==> src/hdl/ctl_timer_params.svh <==
// Constants shared by the control timer and its controller.
// Assumes one clock, ref_clk, at 100 MHz.
`ifndef CTL_TIMER_PARAMS_SVH
`define CTL_TIMER_PARAMS_SVH
`define CLK_PERIOD_NS     10
`define BUS_CLKS          3
`define GEN_CLKS          3
`define GEN_DIV           4
`define CAPT_GAP          (`BUS_CLKS + `GEN_CLKS * `GEN_DIV + 1)
`define NUM_CH            4
`define REG_CTRL          4'h0
`define REG_PERIOD        4'h1
`define REG_STATUS        4'h2
`define REG_IRQ_MASK      4'h3
`define REG_MODES         4'h4
`define REG_CAPT0         4'h8
`define CTRL_RESET        8'h00
`define CTRL_EN_BIT       0
`define CTRL_DOWN_BIT     1
`define CTRL_LOCK_BIT     2
`define CTRL_DITH_BIT     3
`define CTRL_CIRC_BIT     4
`define CTRL_RAMP2_BIT    5
`define CTRL_RETRIG_BIT   6
`define CTRL_ASYNCHRONOUS_EVENT_PATH_BIT    7
`define ST_CAPT_BIT       0
`define ST_ERR_BIT        1
`define ST_BUFV_BIT       2
`define ST_FAULT_BIT      3
`define PERIOD_RESET      16'hffff
`endif

==> src/hdl/ctl_timer_pkg.sv <==
// Types shared by the control timer and its controller.
// Assumes the params header defines NUM_CH.
package ctl_timer_pkg;
   typedef enum logic [2:0] {
      capt_off, basic_capture_enable, capture_minimum_mode,
      capture_maximum_mode, local_minimum_mode, local_maximum_mode,
      derivative_capture_mode
   } capt_mode_t;
   typedef enum logic [1:0] {
      asynchronous_event_path, synchronous_event_path,
      resynchronized_event_path
   } event_path_t;
endpackage

==> src/hdl/ctl_timer_if.sv <==
// Interface joining the controller and the control timer.
// Assumes both ends share ref_clk and resetn.
interface ctl_timer_if;
   logic        req_wr;
   logic        req_rd;
   logic [3:0]  addr;
   logic [15:0] wdata;
   logic [15:0] rdata;
   logic        bus_active;
   logic        irq;
   modport timer (input req_wr, req_rd, addr, wdata, bus_active,
                  output rdata, irq);
   modport ctrl  (output req_wr, req_rd, addr, wdata, bus_active,
                  input rdata, irq);
endinterface

==> src/hdl/control_timer.sv <==
// Control timer: period counter with buffered period, four capture channels,
// fault input, sticky status with read-clear and one masked interrupt.
// Assumes capture and fault inputs are asynchronous pins.
// Overview of operation
// - Circular update waits for an active bus host
// - Avoid faults near dual-ramp boundaries
// - Timestamp each fault source on its own channel; here a fault sets the fault status flag, with no timestamp, and in dual-ramp mode zeroes the count
// - Keep capture events spaced beyond the gap
// - Advanced capture modes only in upper channels
// - Clear buffer-valid flag twice before rewriting
// - No retrigger events while dithering
// - Down-count reloads period despite lock update
// - Event channels must use the asynchronous path
//
// Design decisions made here: the register offsets and the address-and-strobe port.
`include "ctl_timer_params.svh"
module control_timer #(
   parameter int NUM_CH = `NUM_CH
) (
   // Clock and reset
   input  wire logic              ref_clk,
   input  wire logic              resetn,
   // Controller side
   ctl_timer_if.timer             bus,
   // Pins
   input  wire logic [NUM_CH-1:0] capt_pin,
   input  wire logic              fault_pin,
   input  wire logic              retrig_pin,
   // Waveform
   output logic                   wave_out
);
   logic [7:0]  ctrl_ff, nxt_ctrl;
   logic [15:0] per_ff, nxt_per, period_buffer_ff, nxt_period_buffer, cnt_ff, nxt_cnt;
   logic [3:0]  st_ff, nxt_st, mask_ff, nxt_mask;
   logic        bufv_ff, nxt_bufv, bufc_ff, nxt_bufc;
   logic [15:0] rdata_ff, nxt_rdata;
   logic [NUM_CH*3-1:0] modes_ff, nxt_modes;
   logic [15:0] capt_ff [NUM_CH], nxt_capt [NUM_CH];
   logic [NUM_CH-1:0] cs1_ff, cs2_ff, cs3_ff;
   logic [2:0]  fs1_ff, fs2_ff, fs3_ff;
   logic [7:0]  gap_ff, nxt_gap;
   logic [1:0]  gdiv_ff, nxt_gdiv;
   logic        wave_ff, nxt_wave, pend_ff, nxt_pend;
   logic [NUM_CH-1:0] capt_ev, adv_ok;
   logic        fault_ev, retrig_ev, wrap, gen_tick;

   // Pin synchronisers, third stage for edge detect
   always_ff @(posedge ref_clk or negedge resetn) begin
      if (!resetn) begin
         cs1_ff <= '0;
         cs2_ff <= '0;
         cs3_ff <= '0;
         fs1_ff <= 3'h0;
         fs2_ff <= 3'h0;
         fs3_ff <= 3'h0;
      end else begin
         cs1_ff <= capt_pin;
         cs2_ff <= cs1_ff;
         cs3_ff <= cs2_ff;
         fs1_ff <= {retrig_pin, fault_pin, 1'b0};
         fs2_ff <= fs1_ff;
         fs3_ff <= fs2_ff;
      end
   end
   assign capt_ev   = cs2_ff & ~cs3_ff;
   assign fault_ev  = fs2_ff[1] & ~fs3_ff[1];
   // Retrigger ignored while dithering
   assign retrig_ev = fs2_ff[2] & ~fs3_ff[2] &
                      ~ctrl_ff[`CTRL_RETRIG_BIT] ? 1'b0 :
                      fs2_ff[2] & ~fs3_ff[2] & ~ctrl_ff[`CTRL_DITH_BIT];
   assign gen_tick  = (gdiv_ff == 2'h3);
   assign wrap = ctrl_ff[`CTRL_DOWN_BIT] ? (cnt_ff == 16'h0000)
                                          : (cnt_ff >= per_ff);

   // Advanced mode works only when every upper channel is advanced too
   genvar g;
   generate
      for (g = 0; g < NUM_CH; g++) begin : g_adv
         if (g == NUM_CH - 1) begin : g_top
            assign adv_ok[g] = 1'b1;
         end else begin : g_low
            assign adv_ok[g] = adv_ok[g+1] &
               (modes_ff[(g+1)*3 +: 3] >=
                3'(ctl_timer_pkg::capture_minimum_mode));
         end
      end
   endgenerate

   always_comb begin
      nxt_ctrl   = ctrl_ff;
      nxt_per    = per_ff;
      nxt_period_buffer = period_buffer_ff;
      nxt_cnt    = cnt_ff;
      nxt_st     = st_ff;
      nxt_mask   = mask_ff;
      nxt_bufv   = bufv_ff;
      nxt_bufc   = bufc_ff;
      nxt_modes  = modes_ff;
      nxt_rdata  = 16'h0000;
      nxt_gap    = (gap_ff != 8'h00) ? gap_ff - 8'h01 : 8'h00;
      nxt_gdiv   = gdiv_ff + 2'h1;
      nxt_wave   = wave_ff;
      nxt_pend   = pend_ff;
      for (int i = 0; i < NUM_CH; i++) nxt_capt[i] = capt_ff[i];
      // Counter
      if (ctrl_ff[`CTRL_EN_BIT] && gen_tick) begin
         if (wrap || retrig_ev) begin
            nxt_cnt  = ctrl_ff[`CTRL_DOWN_BIT] ? per_ff : 16'h0000;
            nxt_wave = ~wave_ff;
            // Down-count ignores lock update on reload
            if (bufv_ff && (ctrl_ff[`CTRL_DOWN_BIT] ||
                            !ctrl_ff[`CTRL_LOCK_BIT])) begin
               nxt_per  = period_buffer_ff;
               nxt_bufv = 1'b0;
               nxt_pend = ctrl_ff[`CTRL_CIRC_BIT];
            end
         end else begin
            nxt_cnt = ctrl_ff[`CTRL_DOWN_BIT] ? cnt_ff - 16'h0001
                                               : cnt_ff + 16'h0001;
         end
      end
      // Circular swap needs a live bus host
      if (pend_ff && bus.bus_active) begin
         nxt_period_buffer = per_ff;
         nxt_bufv   = 1'b1;
         nxt_pend   = 1'b0;
      end
      // Register reads, status clears on read
      if (bus.req_rd) begin
         case (bus.addr)
            `REG_CTRL:     nxt_rdata = {8'h00, ctrl_ff};
            `REG_PERIOD:   nxt_rdata = per_ff;
            // Buffer-valid bit shows the live flag as well
            `REG_STATUS:   nxt_rdata = {11'h000, bufc_ff,
                                        st_ff | {1'b0, bufv_ff, 2'b00}};
            `REG_IRQ_MASK: nxt_rdata = {12'h000, mask_ff};
            `REG_MODES:    nxt_rdata = 16'(modes_ff);
            default: begin
               if (bus.addr >= `REG_CAPT0 &&
                   bus.addr < `REG_CAPT0 + 4'(NUM_CH))
                  nxt_rdata = capt_ff[bus.addr[1:0]];
            end
         endcase
         if (bus.addr == `REG_STATUS) nxt_st = 4'h0;
      end
      // Buffer-valid clear restores after a second clear
      if (bus.req_wr) begin
         case (bus.addr)
            `REG_CTRL:     nxt_ctrl  = bus.wdata[7:0];
            `REG_PERIOD: begin
               nxt_period_buffer = bus.wdata;
               nxt_bufv   = 1'b1;
            end
            `REG_IRQ_MASK: nxt_mask  = bus.wdata[3:0];
            `REG_MODES:    nxt_modes = bus.wdata[NUM_CH*3-1:0];
            `REG_STATUS: begin
               if (bus.wdata[`ST_BUFV_BIT]) begin
                  nxt_bufv = 1'b0;
                  nxt_st[`ST_BUFV_BIT] = 1'b0;
                  nxt_bufc = ~bufc_ff;
                  if (bufc_ff) nxt_period_buffer = per_ff;
               end
            end
            default: ;
         endcase
      end
      // Captures; a too-close capture flags error
      for (int i = 0; i < NUM_CH; i++) begin
         if (capt_ev[i] && modes_ff[i*3 +: 3] != 3'h0 &&
             (modes_ff[i*3 +: 3] == 3'(ctl_timer_pkg::basic_capture_enable)
              || adv_ok[i])) begin
            nxt_capt[i] = cnt_ff;
            nxt_st[`ST_CAPT_BIT] = 1'b1;
            if (gap_ff != 8'h00) nxt_st[`ST_ERR_BIT] = 1'b1;
            nxt_gap = 8'(`CAPT_GAP);
         end
      end
      // Fault sets its status flag, no stamp taken; dual-ramp mode also zeroes the count
      if (fault_ev) begin
         nxt_st[`ST_FAULT_BIT] = 1'b1;
         if (ctrl_ff[`CTRL_RAMP2_BIT]) nxt_cnt = 16'h0000;
      end
      if (bufv_ff) nxt_st[`ST_BUFV_BIT] = 1'b1;
   end

   always_ff @(posedge ref_clk or negedge resetn) begin
      if (!resetn) begin
         ctrl_ff   <= `CTRL_RESET;
         per_ff    <= `PERIOD_RESET;
         period_buffer_ff <= `PERIOD_RESET;
         cnt_ff    <= 16'h0000;
         st_ff     <= 4'h0;
         mask_ff   <= 4'h0;
         bufv_ff   <= 1'b0;
         bufc_ff   <= 1'b0;
         modes_ff  <= '0;
         rdata_ff  <= 16'h0000;
         gap_ff    <= 8'h00;
         gdiv_ff   <= 2'h0;
         wave_ff   <= 1'b0;
         pend_ff   <= 1'b0;
         for (int i = 0; i < NUM_CH; i++) capt_ff[i] <= 16'h0000;
      end else begin
         ctrl_ff   <= nxt_ctrl;
         per_ff    <= nxt_per;
         period_buffer_ff <= nxt_period_buffer;
         cnt_ff    <= nxt_cnt;
         st_ff     <= nxt_st;
         mask_ff   <= nxt_mask;
         bufv_ff   <= nxt_bufv;
         bufc_ff   <= nxt_bufc;
         modes_ff  <= nxt_modes;
         rdata_ff  <= nxt_rdata;
         gap_ff    <= nxt_gap;
         gdiv_ff   <= nxt_gdiv;
         wave_ff   <= nxt_wave;
         pend_ff   <= nxt_pend;
         for (int i = 0; i < NUM_CH; i++) capt_ff[i] <= nxt_capt[i];
      end
   end

   assign bus.rdata = rdata_ff;
   assign bus.irq   = |(st_ff & mask_ff);
   assign wave_out  = wave_ff;
endmodule // control_timer

==> src/flat_wrapper.sv <==
// flat-port wrapper written by rule: the top's interface ports become plain ports
module control_timer_flat 
#(
   parameter int NUM_CH = `NUM_CH
)
  (ref_clk, resetn, capt_pin, fault_pin, retrig_pin, wave_out, bus_req_wr, bus_req_rd, bus_addr, bus_wdata, bus_bus_active, bus_rdata, bus_irq);
  ctl_timer_if bus_i ();
  input  wire logic ref_clk;
  input  wire logic resetn;
  input  wire logic [NUM_CH-1:0] capt_pin;
  input  wire logic fault_pin;
  input  wire logic retrig_pin;
  output logic wave_out;
  input wire logic [$bits(bus_i.req_wr)-1:0] bus_req_wr;
  input wire logic [$bits(bus_i.req_rd)-1:0] bus_req_rd;
  input wire logic [$bits(bus_i.addr)-1:0] bus_addr;
  input wire logic [$bits(bus_i.wdata)-1:0] bus_wdata;
  input wire logic [$bits(bus_i.bus_active)-1:0] bus_bus_active;
  output wire logic [$bits(bus_i.rdata)-1:0] bus_rdata;
  output wire logic [$bits(bus_i.irq)-1:0] bus_irq;
  assign bus_i.req_wr = bus_req_wr;
  assign bus_i.req_rd = bus_req_rd;
  assign bus_i.addr = bus_addr;
  assign bus_i.wdata = bus_wdata;
  assign bus_i.bus_active = bus_bus_active;
  assign bus_rdata = bus_i.rdata;
  assign bus_irq = bus_i.irq;
  control_timer #(.NUM_CH(NUM_CH)) u_core (.ref_clk(ref_clk), .resetn(resetn), .bus(bus_i), .capt_pin(capt_pin), .fault_pin(fault_pin), .retrig_pin(retrig_pin), .wave_out(wave_out));
endmodule
==> config.mk <==
export PLATFORM = sky130hd
export DESIGN_NAME = control_timer_flat
export DESIGN_NICKNAME = d
export VERILOG_FILES = /design/src/hdl/ctl_timer_pkg.sv /design/src/hdl/ctl_timer_if.sv /design/src/hdl/control_timer.sv /design/src/flat_wrapper.sv
export VERILOG_INCLUDE_DIRS = /design/src /design/src/hdl
export SDC_FILE = /design/constraint.sdc
export NUM_CORES = 1
export LEC_CHECK = 0
export BUFFER_PORTS_ARGS = -buffer_cell sky130_fd_sc_hd__buf_2
export CAP_MARGIN = 20
export CORE_ASPECT_RATIO = 1.25
export CORE_MARGIN = 4
export CORE_UTILIZATION = 45
export DETAILED_ROUTE_END_ITERATION = 8
export GPL_TIMING_DRIVEN = 0
export PLACE_DENSITY = 0.72
export SLEW_MARGIN = 20
export SYNTH_ARGS = -nofsm -noshare
export SYNTH_HDL_FRONTEND = slang
export SYNTH_SLANG_ARGS = --single-unit
==> constraint.sdc <==
create_clock -name ref_clk -period 5.4 [get_ports ref_clk]
set_clock_uncertainty 0.15 [all_clocks]
set_input_delay 1.08 -clock ref_clk [delete_from_list [all_inputs] [get_ports ref_clk]]
set_output_delay 1.08 -clock ref_clk [all_outputs]
set_load 0.005 [all_outputs]
==> flow_summary.yaml <==
synthesis:
  synthTopCellsByArea: "dfrtp_1, mux2_2, dfstp_2"
  ys.flop_type: "dfrtp_1"
  synth_fp_nets: 923
  synth.most_common_cell: "dfrtp_1"
  synth-seq-cells: 188
  yosysSeqAreaShare_pct: 49.9
  synthArstFlopShare_pct: 100
  yosys_warnings: 0
  syn-cell-area_um2: 9510
  netlist_instances: 858
  yosysTopAreaCell: "dfrtp_1"
  ys_top_cells_by_count: "dfrtp_1, mux2_2, nand2_1, a21oi_1, o21ai_0"
  synth-edff-count: 0
  postSynthAreaPerCell_um2: 11.1
  synth_cell_types: 63
  yosysTopAreaCellShare_pct: 41.1
pwr:
  clkPwrFrac_pct: 23.0
  cellLeakagePower_nw: 4.67
  swShare_pct: 35.9
  p_sw_mw: 1.90
  p_int_mw: 3.40
  power_frac_comb_pct: 33.2
  peakVddDrop_mv: 0.253
  p_per_area_nw_per_um2: 494
  seqPwrFrac_pct: 43.8
setup_path:
  crit_path_max_fanout: 20
  crit_path_start_kind: "flop"
  slowest_stage: "dfrtp_1"
  r2r_setup_slack_ps: 2060
  worstPathArrival_ps: 3560
  path_cells: "ha_1, a211o_1, a221oi_1, o21ai_0, a221oi_1, xor2_1, o21ai_0, o211a_1"
  timing.rr.end: "u_core.cnt_ff[14]"
  crit_type: "flop to flop"
  r2r-start: "u_core.ctrl_ff[1]"
  rr_worst_depth: 8
  endpoint_kind: "flop"
  cp_data_required_time_ps: 5630
  slowest_delay_ps: 900
sta:
  setup_ws_ps: 2060
  rsz0062_at_grt: "no"
  slew_violations: 0
  min_period_over_period_pct: 61.8
  max_freq_ghz: 0.300
  tightestPinTransition_ps: 889
  hold_viol: 0
  period_needed_ps: 3340
  setup_viol: 0
  fin_setup_tns_ps: 0
  max_slew_margin_pct: 40.7
drt:
  route.detailed.drc: 0
  wl_per_cell_um: 20.5
  first_pass_iters: 6
  routed_wl_mm: 24.9
  drtAntennaViolNets: 0
  drt_iter0_drc: 668
  vias: 7138
  viasPerCell: 5.88
global_routing:
  grt_pass1_wl_mm: 40.2
  track_usage_pct: 21.7
  grt_max_degree: 100
  grt_overflow: 0
  first_global_vias: 7385
  antenna_found_initial: 0
clock_tree:
  cts_resized: 0
  h-tree-depth: 4
  post-cts-setup-buffers: 0
  cts_tree: "done"
  clockRootBuffer: "clkbuf_16"
  cts.sinks: 188
  clockBufferDepth: 2
  numCtsBuffers: 17
  clkTransAtPathRegs_ps: 70
  clk_latency_ps: 430
  ctsHoldBuffers: 0
floorplan:
  dieWidth_um: 138
  core_um2: 20800
  fp-row-count: 59
  io-pin-count: 49
  chipHeight_um: 171
  start_util_pct: 45.7
  die_area_um2: 23500
cells_and_area:
  area_delta_synth_final_pct: 12.7
  antenna_cells: 0
  fill_cells: 1848
  drive_above_1_share_pct: 24.4
  fin_nets: 992
place:
  hpwl_mm: 18.2
  place_congestion: 0.904
  portBuffers: 47
  pre_cts_slack_ps: 1700
worst_hold_path:
  min_from: "u_core.cs1_ff[3]"
  whs_path_depth: 0
  hold_path_end: "u_core.cs2_ff[3]"
  hold_class: "flop to flop"
run_status:
  status: "finished, final reports clean"
run:
  cap_violations: 0
-- kinds of logic (layout without fill, tap and decap cells) --
| group | count (synthesis) | count (layout) | synth area share [%] |
|---|---|---|---|
| adders and majority gates | 34 | 34 | 4.55 |
| and+or+nand+nor | 216 | 216 | 10.9 |
| xor gates and xnor gates | 17 | 17 | 1.57 |
| buffers and inverters | 68 | 150 | 2.93 |
| DFF | 188 | 188 | 49.9 |
| muxes | 128 | 128 | 16.6 |
| AOI/OAI and AO/OA | 207 | 207 | 13.5 |
-- routing by layer --
| layer | wire length [um] | up-vias | global-route usage (%) | share of wire (%) |
|---|---|---|---|---|
| li1 | - | 3257 | - | - |
| met1 | 10100 | 3525 | 26.9 | 41 |
| met2 | 12200 | 277 | 36.2 | 49 |
| met3 | 1210 | 79 | 3.19 | 4.9 |
| met4 | 1340 | 0 | 13.2 | 5.4 |
| met5 | 0 | - | 0 | 0 |
-- flip-flops by register name, summed over array words and instances (netlist names), 8 cells and up --
signal and flops:
u_core.capt_ff 64, u_core.ctrl_ff 8, u_core.per_ff 16, u_core.period_buffer_ff 16, u_core.bus.rdata 16, u_core.gap_ff 8
u_core.cnt_ff 16, u_core.modes_ff 12
-- how the worst max path moves through the flow --
stage	from	to	slack, ps	cells after the start
floorplan	bus_addr[0]	u_core.modes_ff[10]	2450	5
global placement	resetn	u_core.wave_out	130	1
detailed placement	bus_addr[0]	u_core.modes_ff[7]	1700	6
CTS	u_core.ctrl_ff[1]	u_core.cnt_ff[13]	2010	8
global route	u_core.ctrl_ff[1]	u_core.cnt_ff[14]	1870	8
finish	u_core.ctrl_ff[1]	u_core.cnt_ff[14]	2060	8
-- metrics by stage --
step / hold WS [ps] / area (um^2) / std cells / power [mW] / util (%)
5_1_grt: 200 / 10700 / 1214 / 5.65 / 51.5
2_1_floorplan: 181 / 9510 / 858 / 3.51 / -
4_1_cts: 199 / 10700 / 1214 / 5.30 / 51.5
6_report: 195 / 10700 / 1214 / 5.30 / 51.5
3_3_place_gp: 182 / 10100 / 1179 / 3.99 / 48.5
3_5_place_dp: 187 / 10200 / 1182 / 4.07 / 48.8
-- power groups by stage --
stage	registers [mW]	clock network, mW	logic [mW]
2_1_floorplan	2.16	0	1.35
3_3_place_gp	2.31	0	1.68
3_5_place_dp	2.33	0	1.75
4_1_cts	2.31	1.23	1.76
5_1_grt	2.37	1.30	1.99
6_report	2.32	1.22	1.76
-- critical path: cells and delay by family (launching register included) --
family                     cells  cell delay, ps
DFF                            1             900
adders and majority gates      1             430
xor gates and xnor gates       1             110
AOI/OAI and AO/OA              6            1690
-- placed cells by master, fill, tap and decap left out, types with 8 or more instances in the layout --
master / instances
ha_1: 33
nor2_1: 41
nand2_1: 90
buf_1: 9
a211oi_1: 8
inv_1: 27
a22oi_1: 8
mux4_2: 15
nand3_1: 8
mux2i_1: 23
a21o_1: 10
mux2_2: 90
nor3_1: 14
o21ai_0: 59
dfrtp_1: 156
clkbuf_1: 27
nor2b_1: 16
buf_2: 50
clkbuf_16: 17
dfstp_2: 32
and2_1: 9
a21oi_1: 68
xnor2_1: 10
-- cell type report --
| cell class | instances | area, um^2 | area share (%) |
|---|---|---|---|
| well taps | 274 | 343 | 3.20 |
| clock buffers | 19 | 433 | 4.04 |
| flip-flops and latches | 188 | 4740 | 44.3 |
| multi-input cells | 602 | 4500 | 41.9 |
| repair buffers | 50 | 292 | 2.72 |
| inverters | 27 | 101 | 0.946 |
| clock inverters | 13 | 130 | 1.21 |
| plain buffers | 41 | 178 | 1.66 |
Note: power is estimated with default switching activity, not from simulation.
